--- src/hw/vfc_defines.svh ---
// Offsets, field positions, reset values and timing counts of the front-end bank
// Included by the register bank design file only; no logic lives here
`ifndef VFC_DEFINES_SVH
`define VFC_DEFINES_SVH

// Register offsets
`define VFC_OFF_DIV_HI     8'h01
`define VFC_OFF_DIV_LO     8'h02
`define VFC_OFF_CLAMP_POS  8'h05
`define VFC_OFF_CLAMP_LEN  8'h06
`define VFC_OFF_CTRL       8'h0f
`define VFC_OFF_SLICE      8'h10
`define VFC_OFF_SEP        8'h11
`define VFC_OFF_LEAD       8'h12
`define VFC_OFF_TRAIL      8'h13
`define VFC_OFF_STAT       8'h14
`define VFC_OFF_FMT        8'h15
`define VFC_OFF_TSTA       8'h16
`define VFC_OFF_TSTB       8'h17
`define VFC_OFF_TRDA       8'h18
`define VFC_OFF_TRDB       8'h19

// Reset values and writable masks
`define VFC_RST_DIV_HI     8'h69
`define VFC_RST_DIV_LO     8'hd0
`define VFC_RST_CLAMP_POS  8'h08
`define VFC_RST_CLAMP_LEN  8'h14
`define VFC_RST_CTRL       8'h4e
`define VFC_RST_SLICE      8'h78
`define VFC_RST_SEP        8'h20
`define VFC_RST_LEAD       8'h00
`define VFC_RST_TRAIL      8'h00
`define VFC_RST_FMT        8'hc6
`define VFC_RST_TSTA       8'hff
`define VFC_RST_TSTB       8'h00
`define VFC_MASK_CTRL      8'hfe
`define VFC_MASK_DIV_LO    8'hf0
`define VFC_MASK_TSTB      8'hf8

// Control and slicer register fields
`define VFC_B_CLAMP_EXT    7
`define VFC_B_CLAMP_LOW    6
`define VFC_B_HOLD_FRAME   5
`define VFC_B_HOLD_OVR     4
`define VFC_B_HOLD_HIGH    3
`define VFC_B_SEEK         2
`define VFC_B_PWR_N        1
`define VFC_B_RED_MID      2
`define VFC_B_BLUE_MID     1

// Output format fields
`define VFC_B_DUAL         7
`define VFC_B_PARALLEL     6
`define VFC_B_FIRST_B      5
`define VFC_B_F422         4
`define VFC_B_MUX          3
`define VFC_B_EXT_CLK      0

// Timing
`define VFC_SYS_CLK_KHZ    250000
`define VFC_SEP_CLK_KHZ    5000
`define VFC_SEP_DIV        (`VFC_SYS_CLK_KHZ / `VFC_SEP_CLK_KHZ)
`define VFC_DETECT_US      100
`define VFC_DETECT_CYCLES  (`VFC_DETECT_US * `VFC_SYS_CLK_KHZ / 1000)

`endif

--- src/hw/vfc_pkg.sv ---
// Types shared by the front-end control bank
// Constants live in vfc_defines.svh
package vfc_pkg;
	typedef logic [7:0] vfc_byte_t;
	typedef enum logic [1:0] {CL_IDLE, CL_WAIT, CL_ON} vfc_clamp_st_t;
endpackage

--- src/hw/vfc_regs.sv ---
// Control and status bank of the video capture front end
// Assumes a serial engine presents byte accesses synchronous to sys_clk
`timescale 1ns/100ps
`default_nettype none
`include "vfc_defines.svh"

module vfc_regs
	import vfc_pkg::*;
#(
	parameter int DETECT_CYCLES = `VFC_DETECT_CYCLES,
	parameter int LINE_W        = 11
) (
	// Clock and reset
	input  wire logic              sys_clk,
	input  wire logic              rst,
	// Register port from the serial engine
	input  wire logic              reg_wr,
	input  wire logic              reg_rd,
	input  wire vfc_pkg::vfc_byte_t reg_addr,
	input  wire vfc_pkg::vfc_byte_t reg_wdata,
	output var  vfc_pkg::vfc_byte_t reg_rdata,
	// Sync inputs
	input  wire logic              line_sync_pin,
	input  wire logic              sog_sync,
	input  wire logic              frame_sync_pin,
	input  wire logic              black_hold_pin,
	input  wire logic              hold_pin,
	// Timing outputs
	output var  logic              clamp_pulse,
	output var  logic              pll_hold,
	output var  logic              sep_frame_sync,
	output var  logic [11:0]       pll_divide_ratio,
	// Analog and format controls
	output var  logic              power_down_n,
	output var  logic              seek_low_power,
	output var  logic              red_clamp_mid,
	output var  logic              blue_clamp_mid,
	output var  logic [4:0]        slicer_level,
	output var  logic              dual_channel,
	output var  logic              parallel_mode,
	output var  logic              first_on_b,
	output var  logic              fmt_422,
	output var  logic              input_channel,
	output var  logic [1:0]        bandwidth_sel,
	output var  logic              ext_clock_sel
);
	import vfc_pkg::*;

	localparam logic [5:0] SEP_LAST = 6'(`VFC_SEP_DIV - 1);

	if (DETECT_CYCLES < 2 || DETECT_CYCLES > 65535 ||
	    LINE_W < 8 || LINE_W > 16) begin : g_bad_param
		$error("vfc_regs: parameter out of range");
	end

	vfc_byte_t         div_hi_r, div_lo_r, clamp_pos_r, clamp_len_r;
	vfc_byte_t         ctrl_r, slice_r, sep_thr_r, lead_r, trail_r;
	vfc_byte_t         fmt_r, tsta_r, tstb_r, stat_r, rdata_r;
	logic [11:0]       div_r;
	logic [3:0]        mon_in, mon_present, mon_high;
	logic              line_norm, sog_norm, frame_norm;
	logic              active_line_sync_flag, active_frame_sync_flag;
	logic              hold_pol, hold_pin_act;
	logic              sel_line_r, sel_line_d_r, frame_sel_r, frame_sel_d_r;
	logic              line_lead, line_trail, frame_start, lead_hit;
	logic [5:0]        tick_r;
	logic              sep_tick_r, sep_state_r;
	vfc_byte_t         sep_cnt_r, trail_cnt_r, cl_cnt_r;
	logic [LINE_W-1:0] lines_r, frame_lines_r;
	vfc_clamp_st_t     cl_st_r;
	logic              clamp_r, pll_hold_r;

	function automatic logic wr_to(input vfc_byte_t off);
		return reg_wr && (reg_addr == off);
	endfunction

	// Writable registers; status and test readback are not written here
	always_ff @(posedge sys_clk) begin
		if (rst) begin
			div_hi_r    <= `VFC_RST_DIV_HI;
			div_lo_r    <= `VFC_RST_DIV_LO;
			clamp_pos_r <= `VFC_RST_CLAMP_POS;
			clamp_len_r <= `VFC_RST_CLAMP_LEN;
			ctrl_r      <= `VFC_RST_CTRL;
			slice_r     <= `VFC_RST_SLICE;
			sep_thr_r   <= `VFC_RST_SEP;
			lead_r      <= `VFC_RST_LEAD;
			trail_r     <= `VFC_RST_TRAIL;
			fmt_r       <= `VFC_RST_FMT;
			tsta_r      <= `VFC_RST_TSTA;
			tstb_r      <= `VFC_RST_TSTB;
		end else begin
			if (wr_to(`VFC_OFF_DIV_HI))    div_hi_r    <= reg_wdata;
			if (wr_to(`VFC_OFF_DIV_LO))    div_lo_r    <= reg_wdata & `VFC_MASK_DIV_LO;
			if (wr_to(`VFC_OFF_CLAMP_POS)) clamp_pos_r <= reg_wdata;
			if (wr_to(`VFC_OFF_CLAMP_LEN)) clamp_len_r <= reg_wdata;
			if (wr_to(`VFC_OFF_CTRL))      ctrl_r      <= reg_wdata & `VFC_MASK_CTRL;
			if (wr_to(`VFC_OFF_SLICE))     slice_r     <= reg_wdata;
			if (wr_to(`VFC_OFF_SEP))       sep_thr_r   <= reg_wdata;
			if (wr_to(`VFC_OFF_LEAD))      lead_r      <= reg_wdata;
			if (wr_to(`VFC_OFF_TRAIL))     trail_r     <= reg_wdata;
			if (wr_to(`VFC_OFF_FMT))       fmt_r       <= reg_wdata;
			if (wr_to(`VFC_OFF_TSTA))      tsta_r      <= reg_wdata;
			if (wr_to(`VFC_OFF_TSTB))      tstb_r      <= reg_wdata & `VFC_MASK_TSTB;
		end
	end
	// Writing the high byte alone must not disturb a running divider
	always_ff @(posedge sys_clk) begin
		if (rst) div_r <= {`VFC_RST_DIV_HI, 4'(`VFC_RST_DIV_LO >> 4)};
		else if (wr_to(`VFC_OFF_DIV_LO))
			div_r <= {div_hi_r, reg_wdata[7:4]};
	end

	// Reads only sample state, so polling status is harmless
	always_ff @(posedge sys_clk) begin
		if (rst) rdata_r <= '0;
		else if (reg_rd) begin
			case (reg_addr)
				`VFC_OFF_DIV_HI:    rdata_r <= div_hi_r;
				`VFC_OFF_DIV_LO:    rdata_r <= div_lo_r;
				`VFC_OFF_CLAMP_POS: rdata_r <= clamp_pos_r;
				`VFC_OFF_CLAMP_LEN: rdata_r <= clamp_len_r;
				`VFC_OFF_CTRL:      rdata_r <= ctrl_r;
				`VFC_OFF_SLICE:     rdata_r <= slice_r;
				`VFC_OFF_SEP:       rdata_r <= sep_thr_r;
				`VFC_OFF_LEAD:      rdata_r <= lead_r;
				`VFC_OFF_TRAIL:     rdata_r <= trail_r;
				`VFC_OFF_STAT:      rdata_r <= stat_r;
				`VFC_OFF_FMT:       rdata_r <= fmt_r;
				`VFC_OFF_TSTA:      rdata_r <= tsta_r;
				`VFC_OFF_TSTB:      rdata_r <= tstb_r;
				`VFC_OFF_TRDA:      rdata_r <= lines_r[7:0];
				`VFC_OFF_TRDB:      rdata_r <= sep_cnt_r;
				default:            rdata_r <= '0;
			endcase
		end
	end

	// One monitor per sync input: line, green, frame, hold
	assign mon_in = {hold_pin, frame_sync_pin, sog_sync, line_sync_pin};
	for (genvar i = 0; i < 4; i++) begin : g_mon
		vfc_sync_mon #(
			.TIMEOUT (DETECT_CYCLES),
			.CNT_W   (16)
		) u_mon (
			.sys_clk       (sys_clk),
			.rst           (rst),
			.sig           (mon_in[i]),
			.present_r     (mon_present[i]),
			.active_high_r (mon_high[i])
		);
	end

	// Inputs folded to active high
	assign line_norm  = line_sync_pin ~^ mon_high[0];
	assign sog_norm   = sog_sync ~^ mon_high[1];
	assign frame_norm = frame_sync_pin ~^ mon_high[2];
	// Pin sync wins when both line syncs are present
	assign active_line_sync_flag  = ~mon_present[0] & mon_present[1];
	assign active_frame_sync_flag = ~mon_present[2];
	assign hold_pol     = ctrl_r[`VFC_B_HOLD_OVR] ? ctrl_r[`VFC_B_HOLD_HIGH] : mon_high[3];
	assign hold_pin_act = hold_pin ~^ hold_pol;

	always_ff @(posedge sys_clk) begin
		if (rst) stat_r <= '0;
		else stat_r <= {mon_present[0], active_line_sync_flag, mon_high[0],
			           mon_present[2], active_frame_sync_flag,
			           ~active_frame_sync_flag & ~mon_high[2],
			           mon_present[1], mon_high[3]};
	end

	always_ff @(posedge sys_clk) begin
		if (rst) begin
			sel_line_r    <= 1'b0;
			sel_line_d_r  <= 1'b0;
			frame_sel_r   <= 1'b0;
			frame_sel_d_r <= 1'b0;
		end else begin
			sel_line_r    <= active_line_sync_flag ? sog_norm : line_norm;
			sel_line_d_r  <= sel_line_r;
			frame_sel_r   <= active_frame_sync_flag ? sep_state_r : frame_norm;
			frame_sel_d_r <= frame_sel_r;
		end
	end

	assign line_lead   = sel_line_r & ~sel_line_d_r;
	assign line_trail  = ~sel_line_r & sel_line_d_r;
	assign frame_start = frame_sel_r & ~frame_sel_d_r;

	// 5 MHz separator tick from the system clock
	always_ff @(posedge sys_clk) begin
		if (rst) begin
			tick_r     <= '0;
			sep_tick_r <= 1'b0;
		end else if (tick_r == SEP_LAST) begin
			tick_r     <= '0;
			sep_tick_r <= 1'b1;
		end else begin
			tick_r     <= tick_r + 1'b1;
			sep_tick_r <= 1'b0;
		end
	end

	// Broad pulses of composite sync outlast the count and flip the output
	always_ff @(posedge sys_clk) begin
		if (rst) begin
			sep_cnt_r   <= '0;
			sep_state_r <= 1'b0;
		end else if (sog_norm == sep_state_r) sep_cnt_r <= '0;
		else if (sep_cnt_r >= sep_thr_r) begin
			sep_state_r <= sog_norm;
			sep_cnt_r   <= '0;
		end else if (sep_tick_r) sep_cnt_r <= sep_cnt_r + 1'b1;
	end
	// Lead is predicted from the length of the previous frame
	always_ff @(posedge sys_clk) begin
		if (rst) begin
			lines_r       <= '0;
			frame_lines_r <= '0;
		end else if (frame_start) begin
			frame_lines_r <= lines_r;
			lines_r       <= '0;
		end else if (line_lead && lines_r != '1)
			lines_r <= lines_r + 1'b1;
	end

	assign lead_hit = (lead_r != '0) && (frame_lines_r != '0) &&
	                  (({1'b0, lines_r} + (LINE_W + 1)'(lead_r)) >= {1'b0, frame_lines_r});
	always_ff @(posedge sys_clk) begin
		if (rst) trail_cnt_r <= '0;
		else if (frame_sel_r) trail_cnt_r <= trail_r;
		else if (line_lead && trail_cnt_r != '0) trail_cnt_r <= trail_cnt_r - 1'b1;
	end
	always_ff @(posedge sys_clk) begin
		if (rst) pll_hold_r <= 1'b0;
		else if (ctrl_r[`VFC_B_HOLD_FRAME])
			pll_hold_r <= frame_sel_r | lead_hit | (trail_cnt_r != '0);
		else pll_hold_r <= hold_pin_act;
	end

	// Clamp pulse: external pin or placement/duration after line trailing edge
	always_ff @(posedge sys_clk) begin
		if (rst) begin
			cl_st_r  <= CL_IDLE;
			cl_cnt_r <= '0;
			clamp_r  <= 1'b0;
		end else if (ctrl_r[`VFC_B_CLAMP_EXT]) begin
			cl_st_r <= CL_IDLE;
			clamp_r <= black_hold_pin ^ ctrl_r[`VFC_B_CLAMP_LOW];
		end else begin
			unique case (cl_st_r)
				CL_IDLE: begin
					clamp_r <= 1'b0;
					if (line_trail) begin
						cl_st_r  <= CL_WAIT;
						cl_cnt_r <= clamp_pos_r;
					end
				end
				CL_WAIT: begin
					if (cl_cnt_r <= 8'h01) begin
						cl_st_r  <= CL_ON;
						cl_cnt_r <= clamp_len_r;
						clamp_r  <= 1'b1;
					end else
						cl_cnt_r <= cl_cnt_r - 1'b1;
				end
				CL_ON: begin
					if (cl_cnt_r <= 8'h01) begin
						cl_st_r <= CL_IDLE;
						clamp_r <= 1'b0;
					end else
						cl_cnt_r <= cl_cnt_r - 1'b1;
				end
			endcase
		end
	end

	// Outputs, all taken from flip-flops
	assign reg_rdata        = rdata_r;
	assign clamp_pulse      = clamp_r;
	assign pll_hold         = pll_hold_r;
	assign sep_frame_sync   = sep_state_r;
	assign pll_divide_ratio = div_r;
	assign power_down_n     = ctrl_r[`VFC_B_PWR_N];
	assign seek_low_power   = ctrl_r[`VFC_B_SEEK];
	assign red_clamp_mid    = slice_r[`VFC_B_RED_MID];
	assign blue_clamp_mid   = slice_r[`VFC_B_BLUE_MID];
	assign slicer_level     = slice_r[7:3];
	assign dual_channel     = fmt_r[`VFC_B_DUAL];
	assign parallel_mode    = fmt_r[`VFC_B_PARALLEL];
	assign first_on_b       = fmt_r[`VFC_B_FIRST_B];
	assign fmt_422          = fmt_r[`VFC_B_F422];
	assign input_channel    = fmt_r[`VFC_B_MUX];
	assign bandwidth_sel    = fmt_r[2:1];
	assign ext_clock_sel    = fmt_r[`VFC_B_EXT_CLK];
endmodule
`default_nettype wire

--- src/hw/vfc_sync_mon.sv ---
// Activity and polarity monitor for one sync input
// Assumes the input is already synchronous to sys_clk
`timescale 1ns/100ps
`default_nettype none
module vfc_sync_mon #(
	parameter int TIMEOUT = 25000,
	parameter int CNT_W   = 16
) (
	// Clock and reset
	input  wire logic sys_clk,
	input  wire logic rst,
	// Monitored input
	input  wire logic sig,
	// Results
	output var  logic present_r,
	output var  logic active_high_r
);
	localparam logic [CNT_W-1:0] LIMIT = CNT_W'(TIMEOUT);

	logic             sig_d_r;
	logic [CNT_W-1:0] idle_r;
	logic [CNT_W-1:0] hi_r;
	logic [CNT_W-1:0] lo_r;

	if (TIMEOUT < 2 || TIMEOUT >= 2 ** CNT_W) begin : g_bad_timeout
		$error("vfc_sync_mon: TIMEOUT does not fit CNT_W");
	end

	always_ff @(posedge sys_clk) begin
		if (rst)
			sig_d_r <= 1'b0;
		else
			sig_d_r <= sig;
	end

	// Present while an edge was seen within TIMEOUT cycles
	always_ff @(posedge sys_clk) begin
		if (rst) begin
			idle_r    <= LIMIT;
			present_r <= 1'b0;
		end else begin
			if (sig != sig_d_r)
				idle_r <= '0;
			else if (idle_r != LIMIT)
				idle_r <= idle_r + 1'b1;
			present_r <= (idle_r != LIMIT);
		end
	end

	// The pulse is the shorter phase; judged at each rising edge
	always_ff @(posedge sys_clk) begin
		if (rst) begin
			hi_r          <= '0;
			lo_r          <= '0;
			active_high_r <= 1'b1;
		end else begin
			if (sig && !sig_d_r) begin
				active_high_r <= (hi_r < lo_r);
				hi_r          <= '0;
			end else if (sig && hi_r != '1)
				hi_r <= hi_r + 1'b1;
			if (!sig && sig_d_r)
				lo_r <= '0;
			else if (!sig && lo_r != '1)
				lo_r <= lo_r + 1'b1;
		end
	end
endmodule
`default_nettype wire

--- config.mk ---
export PLATFORM = sky130hd
export DESIGN_NAME = vfc_regs
export DESIGN_NICKNAME = d
export VERILOG_FILES = /design/src/hw/vfc_pkg.sv /design/src/hw/vfc_regs.sv /design/src/hw/vfc_sync_mon.sv
export VERILOG_INCLUDE_DIRS = /design/src /design/src/hw
export SDC_FILE = /design/constraint.sdc
export NUM_CORES = 1
export LEC_CHECK = 0
export BUFFER_PORTS_ARGS = -buffer_cell sky130_fd_sc_hd__clkbuf_2
export CORE_ASPECT_RATIO = 0.8
export CORE_MARGIN = 8
export CORE_UTILIZATION = 62
export CTS_CLUSTER_DIAMETER = 60
export DETAILED_ROUTE_END_ITERATION = 8
export GPL_TIMING_DRIVEN = 0
export PLACE_DENSITY = 0.8
export RECOVER_POWER = 50
export SETUP_SLACK_MARGIN = 0.15
export SYNTH_ARGS = -nofsm -noshare
export SYNTH_HDL_FRONTEND = slang
export SYNTH_SLANG_ARGS = --single-unit
--- constraint.sdc ---
create_clock -name sys_clk -period 3.7 [get_ports sys_clk]
set_clock_uncertainty 0.1 [all_clocks]
set_input_delay 0.555 -clock sys_clk [delete_from_list [all_inputs] [get_ports sys_clk]]
set_output_delay 0.555 -clock sys_clk [all_outputs]
set_load 0.02 [all_outputs]
=== Yosys cells after proc, flatten, opt, wreduce, memory -nomap -nowiden ===
Index checks and enable logic that the tools add are counted.

* $add $sub $neg: 17
* Magnitude comparators: 7
* Muxes and demuxes: 26
* Equality and inequality tests: 40
* Bitwise logic cells: 20
* Reductions and logical operators: 67

{| class="wikitable"
|+ Operator list
! operator !! number
|-
| 16-bit by 1-bit adder with 16-bit output, second input constant || 11
|-
| 16-bit inequality test, second input constant || 8
|-
| 8-bit one-hot mux with 15 select lines || 1
|-
| 15-bit two-way mux || 6
|-
| 8-bit by 5-bit == test with 1-bit output, second input constant || 10
|-
| 16-bit less-than comparator || 4
|-
| 16-bit by 15-bit inequality test with 1-bit output, second input constant || 3
|-
| 8-bit two-way mux || 5
|-
| 1-bit logical AND || 32
|-
| 2-bit OR reduction || 14
|-
| 8-bit one-hot mux with 3 select lines || 1
|-
| 8-bit by 3-bit == test with 1-bit output, second input constant || 2
|-
| 8-bit nonzero test || 2
|-
| 8-bit by 1-bit subtractor with 8-bit output, second input constant || 2
|-
| 11-bit by 8-bit adder with 12-bit output || 1
|-
| 12-bit by 11-bit >= comparator with 1-bit output || 1
|-
| 11-bit by 1-bit adder with 11-bit output, second input constant || 1
|-
| 11-bit inequality test, second input constant || 1
|-
| 11-bit nonzero test || 1
|-
| 8-bit by 1-bit adder with 8-bit output, second input constant || 1
|-
| 8-bit by 1-bit == test with 1-bit output, second input constant || 1
|-
| 8-bit by 2-bit == test with 1-bit output, second input constant || 1
|-
| 8-bit by 4-bit == test with 1-bit output, second input constant || 1
|-
| 8-bit >= comparator || 1
|-
| 24 further kinds || 66
|}

* Flip-flop bits (word level): 365
* Logic and storage cells: 232
* Input bits: 25
* Output and inout bits: 40

=== Longest topological paths before layout ===
* Depth after elaboration: 6
* Depth in mapped cells: 14
* Mapped depth without buffers: 14

=== Cells and area by module ===
Synthesis repeated with hierarchy kept, for this count alone.

* Cell total of the unflattened synthesis: 2417
* Area, all modules: 20048.0 µm²

{| class="wikitable"
|+ By module, submodules not included
! module !! times used !! seq. area each (µm²) !! area an instance (µm²) !! cells each
|-
| vfc_regs || 1 || 3483.3 || 8803.4 || 1097
|-
| vfc_sync_mon at g_mon[0].u_mon ... || 3 || 1021.0 || 2775.2 || 324
|-
| vfc_sync_mon at g_mon[3].u_mon || 1 || 1021.0 || 2919.0 || 348
|}

=== Worst setup path after synthesis ===
Ideal clock, no wire load.

* Path kind: reg2reg
* Start point: register lines_r[1]
* End point: register pll_hold_r (netlist: pll_hold)
* Data required time: 3.474 ns
* Slack: 0.849 ns
* Cell stages (with the launch flop): 15
* Period minus slack after synthesis: 2.851 ns
* Data arrival time: 2.625 ns
* Setup time: 0.126 ns
* Buffers on the path: 0
* Cell sequence: dfxtp_1 ha_1 a211oi_1 o21ai_0 nor2b_1 o21a_1 nor2_1 xnor2_1 ha_1 nand2_1 o21ai_0 a2111oi_0 o21ai_0 o211ai_1 a31oi_1

* Cells in the longest elaborated chain, start to end: 6

{| class="wikitable"
|+ Ends and longest elaborated chain
! element !! line !! source
|-
| start, declared || vfc_regs.sv:69 || <nowiki>logic [LINE_W-1:0] lines_r, frame_lines_r;</nowiki>
|-
| start signal, assigned || vfc_regs.sv:224 || <nowiki>lines_r <= lines_r + 1'b1;</nowiki>
|-
| 11-bit by 8-bit adder with 12-bit output || vfc_regs.sv:228 || <nowiki>(({1'b0, lines_r} + (LINE_W + 1)'(lead_r)) >= {1'b0, frame_lines_r});</nowiki>
|-
| 12-bit by 11-bit >= comparator with 1-bit output || vfc_regs.sv:228 ||
|-
| 1-bit logical AND || vfc_regs.sv:227 || <nowiki>assign lead_hit = (lead_r != '0) && (frame_lines_r != '0) &&</nowiki>
|-
| 1-bit OR (2 in a row) || vfc_regs.sv:237 || <nowiki>pll_hold_r <= frame_sel_r | lead_hit | (trail_cnt_r != '0);</nowiki>
|-
| 1-bit two-way mux || vfc_regs.sv:236 || <nowiki>else if (ctrl_r[`VFC_B_HOLD_FRAME])</nowiki>
|-
| end signal, assigned || vfc_regs.sv:237 ||
|-
| end signal, assigned || vfc_regs.sv:238 || <nowiki>else pll_hold_r <= hold_pin_act;</nowiki>
|-
| end, declared || vfc_regs.sv:71 || <nowiki>logic clamp_r, pll_hold_r;</nowiki>
|}

No other way between the ends.
A chain may end at the register's enable or synchronous reset.

=== Final worst setup path ===
* Start point: input rst
* End point: register trail_cnt_r[0]

{| class="wikitable"
|+ RTL lines
! element !! line !! source
|-
| start, declared || vfc_regs.sv:15 || <nowiki>input wire logic rst,</nowiki>
|-
| end signal, assigned || vfc_regs.sv:231 || <nowiki>else if (frame_sel_r) trail_cnt_r <= trail_r;</nowiki>
|-
| end signal, assigned || vfc_regs.sv:232 || <nowiki>else if (line_lead && trail_cnt_r != '0) trail_cnt_r <= trail_cnt_r - 1'b1;</nowiki>
|-
| end, declared || vfc_regs.sv:68 || <nowiki>vfc_byte_t sep_cnt_r, trail_cnt_r, cl_cnt_r;</nowiki>
|}

No word-level cell between the ends.

==> metrics.md <==
| Metric | Value |
|---|---|
| Upper clock frequency limit | `between 0.2 and 0.3 GHz` |
| Post-Synthesis Cell Area | `roughly 19,000 um2` |
| Global placement routability congestion | `approximately 1` |
| Most numerous cell types in the synthesized netlist | `sky130_fd_sc_hd__dfxtp_1, sky130_fd_sc_hd__nor2_1, sky130_fd_sc_hd__nand2_1, sky130_fd_sc_hd__inv_1, sky130_fd_sc_hd__xnor2_1` |
| Initial antenna violation count | `1` |
| Vias post-DR | `16,800` |
| Pin count of the biggest net entering global routing | `15` |
| Worst path buffer plus inverter count | `5` |
| Parity-gate share of the synthesized area counting xor and xnor cells | `under 10%` |
| Vias/cell | `~6` |
| Effective utilization at floorplan | `62.4%` |
| Final setup viols | `0` |
| Number of buffers inserted during clock tree synthesis | `38` |
| Worst setup EP type | `flip-flop` |
| First-pass GRT wire length | `between 80 and 90 mm` |
| Number of enable-type register cells in the synthesized netlist | `0` |
| Setup slack on the worst flop-to-flop path | `around 0.38 ns` |
| Number of buffer cells added on primary ports | `59` |
| Mean Syn Cell Area | `about 8.2 um2` |
| Total wire length | `approximately 52 mm` |
| Worst setup SP type | `input pin` |
| TritonCTS clock tree | `yes` |
| Worst-skew pair later-pin latency | `between 0.5 and 0.6 ns` |
| Number of hold violations in the final report | `0` |
| Portion of the clock cycle consumed by the worst path in the final layout | `94.1%` |
| Crit path kind | `input pin to flip-flop` |
| Overall overflow remaining after global route | `0` |
| Async set-reset flop share out of synthesis | `0%` |
| Die area | `approximately 36,000 um2` |
| CP max stage delay | `roughly 0.75 ns` |
| Iteration-0 DRC Markers | `approximately 1,400` |
| Area fraction in compound gates after synthesis | `between 10% and 20%` |
| Number of iterations in the first detailed-routing pass | `5` |
| Worst ir drop on vdd | `~0.37 mV` |
| Simple logic cell fraction of the synthesized area | `approximately a quarter` |
| Count of max-cap constraint violations | `0` |
| Max FO, Critical Path | `11` |
| Number of distinct standard cells referenced by the synthesized netlist | `just over 70` |
| CP Cell Sequence | `clkbuf_1 -> clkbuf_2 -> clkbuf_1 -> buf_1 -> buf_1 -> nor2_1` |
| Worst min-delay path category | `input pin to flip-flop` |
| Relative slew slack | `27.3%` |
| Cell count along the critical path | `6` |
| Average wire per standard cell | `~18 um` |
| Minimum period implied by the final worst setup slack | `between 3 and 4 ns` |
| Via count of the first global-routing pass | `between 15,000 and 20,000` |
| Syn nets | `roughly 2,400` |
| Proportion of layout cells with a drive suffix above 1 | `under 10%` |
| Share of cell area taken by muxes after synthesis | `roughly 2.2%` |
| Portion of the post-synthesis area used by sequential elements | `38.6%` |
| Leakage Power | `0.00794 uW` |
| Area fraction of the dominant cell type after synthesis | `between 30% and 40%` |
| Origin of the worst setup path | `rst` |
| Fillers | `approximately 2,500` |
| Synthesized-area fraction occupied by adder cells | `7.99%` |
| Utilization after layout | `just under 70%` |
| Number of storage elements in the synthesis netlist | `about 360` |
| Non-filler cells in the finished layout | `2,829` |
| Number of warnings issued by yosys | `0` |
| Height of the die | `about 170 um` |
| Residual DRC count | `0` |
| Worst reg2reg path depth | `12` |
| CTS root buffer | `sky130_fd_sc_hd__clkbuf_16` |
| Worst Max-Slew Pin Slew | `around 1.1 ns` |
| Worst flop-to-flop path endpoint | `pll_hold$_SDFF_PP0_` |
| Pwr/cell area | `453 nW/um2` |
| Total core area | `between 30,000 and 40,000 um2` |
| Main combinational cell family by area after synthesis | `simple AND/OR/NAND/NOR gates` |
| Data arrival, critical path | `roughly 3.8 ns` |
| Row cnt | `57` |
| Run status | `completed` |
| Post-Place Cells | `roughly 2,800` |
| Post-CTS Setup Repair Bufs | `0` |
| Clk sink count | `about 360` |
| End point of the critical path | `trail_cnt_r[0]$_SDFFE_PP0P_` |
| Count leader, synth | `sky130_fd_sc_hd__dfxtp_1` |
| Data required time of the worst path | `a little under 4 ns` |
| Family of cells with the greatest summed delay on the critical path | `buffers and inverters` |
| Number of H-tree levels | `2` |
| Source of the worst register-to-register timing path | `lines_r[0]$_SDFFE_PP0P_` |
| Fin nets | `between 2,000 and 3,000` |
| Final Max Tran Viols | `0` |
| Number of cells produced by synthesis | `between 2,000 and 2,500` |
| Synth Flop Type | `sky130_fd_sc_hd__dfxtp_1` |
| Setup repair after global routing missed its margin | `no` |
| Slowest cell on the critical path | `sky130_fd_sc_hd__clkbuf_1` |
| Hold path depth | `4` |
| Final HPWL DP | `~38 mm` |
| CTS clk-pin slew, worst paths | `roughly 0.07 ns` |
| Post-synthesis to final-layout area growth | `11.4%` |
| Horizontal die dimension | `approximately 210 um` |
| Overall fraction of global-route tracks in use | `28.3%` |
| Detail Route Antenna Nets | `0` |
| Dominant cells by area after synthesis | `sky130_fd_sc_hd__dfxtp_1, sky130_fd_sc_hd__ha_1, sky130_fd_sc_hd__nor2_1, sky130_fd_sc_hd__xnor2_1, sky130_fd_sc_hd__nand2_1` |
| IO Pins | `65` |
| Leading area contributor after synthesis | `sky130_fd_sc_hd__dfxtp_1` |
| Max Root-Sink Buffers | `3` |
## worst register-to-register path: cells and delay by family, from the launching register on
kind                     cells  cell delay [ns]
AO/OA/AOI/OAI                7             1.59
adder cells (fa/ha/maj)      3             0.90
AND/OR/NAND/NOR              1             0.08
XOR/XNOR                     1             0.13
flip-flops                   1             0.39
## power by group
group          total, uW  switching (uW)  internal [uW]
combinational       1270             789            480
clock               4060            1620           2440
sequential          4130             131           4000
total               9460            2540           6920
## timing repair
item                       CTS  global route
resized for setup            2            11
setup endpoints to repair   21             1
hold buffers                 0             0
## layer usage
metal  wire length [um]  global-route usage, %
met1              22900                   36.5
met2              23300                   47.0
met3               4030                   5.63
met4               1410                   9.64
met5                  0                      0
## cell type report
cell class                 count  area [um2]  area share [%]
timing repair buffer          61         250            1.20
multi-input combinational   1690       10600            50.8
clock buffer                  58        1190            5.70
antenna                        1        2.50          0.0120
inverter                     132         495            2.38
buffer                       102         430            2.06
sequential                   361        7240            34.7
tap                          413         517            2.48
clock inverter                11         148           0.708
## sequential cells by signal (all words and copies together) (netlist names), 11 cells and up
name,flops
g_mon.u_mon.lo_r,64
frame_lines_r,11
g_mon.u_mon.idle_r,48
g_mon.u_mon.hi_r,64
pll_divide_ratio,12
lines_r,11
## metrics by stage
| stage | setup slack, ns | cell area, um2 | setup TNS, ns | power, uW | hold slack [ns] |
|---|---|---|---|---|---|
| 4_1_cts | 0.184 | 20900 | 0 | 9450 | 0.241 |
| 5_1_grt | 0.159 | 20900 | 0 | 9820 | 0.284 |
| 3_5_place_dp | -0.445 | 19500 | -10.86 | 5440 | 0.340 |
| 3_3_place_gp | -0.455 | 19500 | -11.78 | 5410 | 0.333 |
| 2_1_floorplan | 0.849 | 18700 | 0 | 5120 | 0.307 |
| 6_report | 0.220 | 20900 | 0 | 9460 | 0.256 |
## how the worst min path moves through the flow
stage	from	endpoint	slack, ns
2_1_floorplan	g_mon[0].u_mon.present_r$_SDFF_PP0_	stat_r[6]$_SDFF_PP0_	0.31
3_3_place_gp	g_mon[2].u_mon.present_r$_SDFF_PP0_	stat_r[3]$_SDFF_PP0_	0.33
3_5_place_dp	g_mon[2].u_mon.present_r$_SDFF_PP0_	stat_r[3]$_SDFF_PP0_	0.34
4_1_cts	reg_wdata[3]	div_hi_r[3]$_SDFFE_PP1P_	0.24
5_1_grt	reg_wdata[3]	div_hi_r[3]$_SDFFE_PP1P_	0.28
6_report	reg_wdata[3]	div_hi_r[3]$_SDFFE_PP1P_	0.26
## layout by cell type (no fill, tap or decap), types with 17 or more instances in the layout
master	n
sky130_fd_sc_hd__a22oi_1	19
sky130_fd_sc_hd__and3_1	33
sky130_fd_sc_hd__nand2b_1	20
sky130_fd_sc_hd__ha_1	118
sky130_fd_sc_hd__a211o_1	17
sky130_fd_sc_hd__inv_1	131
sky130_fd_sc_hd__clkbuf_2	18
sky130_fd_sc_hd__nor2b_1	30
sky130_fd_sc_hd__nand4_1	61
sky130_fd_sc_hd__xnor2_1	124
sky130_fd_sc_hd__nor3_1	39
sky130_fd_sc_hd__a21oi_1	119
sky130_fd_sc_hd__o21ai_0	49
sky130_fd_sc_hd__nand2_1	240
sky130_fd_sc_hd__dfxtp_1	355
sky130_fd_sc_hd__a21o_1	37
sky130_fd_sc_hd__xor2_1	69
sky130_fd_sc_hd__nand3_1	111
sky130_fd_sc_hd__clkbuf_16	41
sky130_fd_sc_hd__mux2i_1	37
sky130_fd_sc_hd__nor4_1	20
sky130_fd_sc_hd__nand3b_1	23
sky130_fd_sc_hd__clkbuf_1	128
sky130_fd_sc_hd__nor2_1	339
## kinds of logic after synthesis
logic type / after synthesis
AOI/OAI and AO/OA: 356
xor gates and xnor gates: 193
adders and majority gates: 119
buffers and inverters: 234
DFF: 361
muxes: 40
and+or+nand+nor: 982
Note: power is estimated with default switching activity, not from simulation.
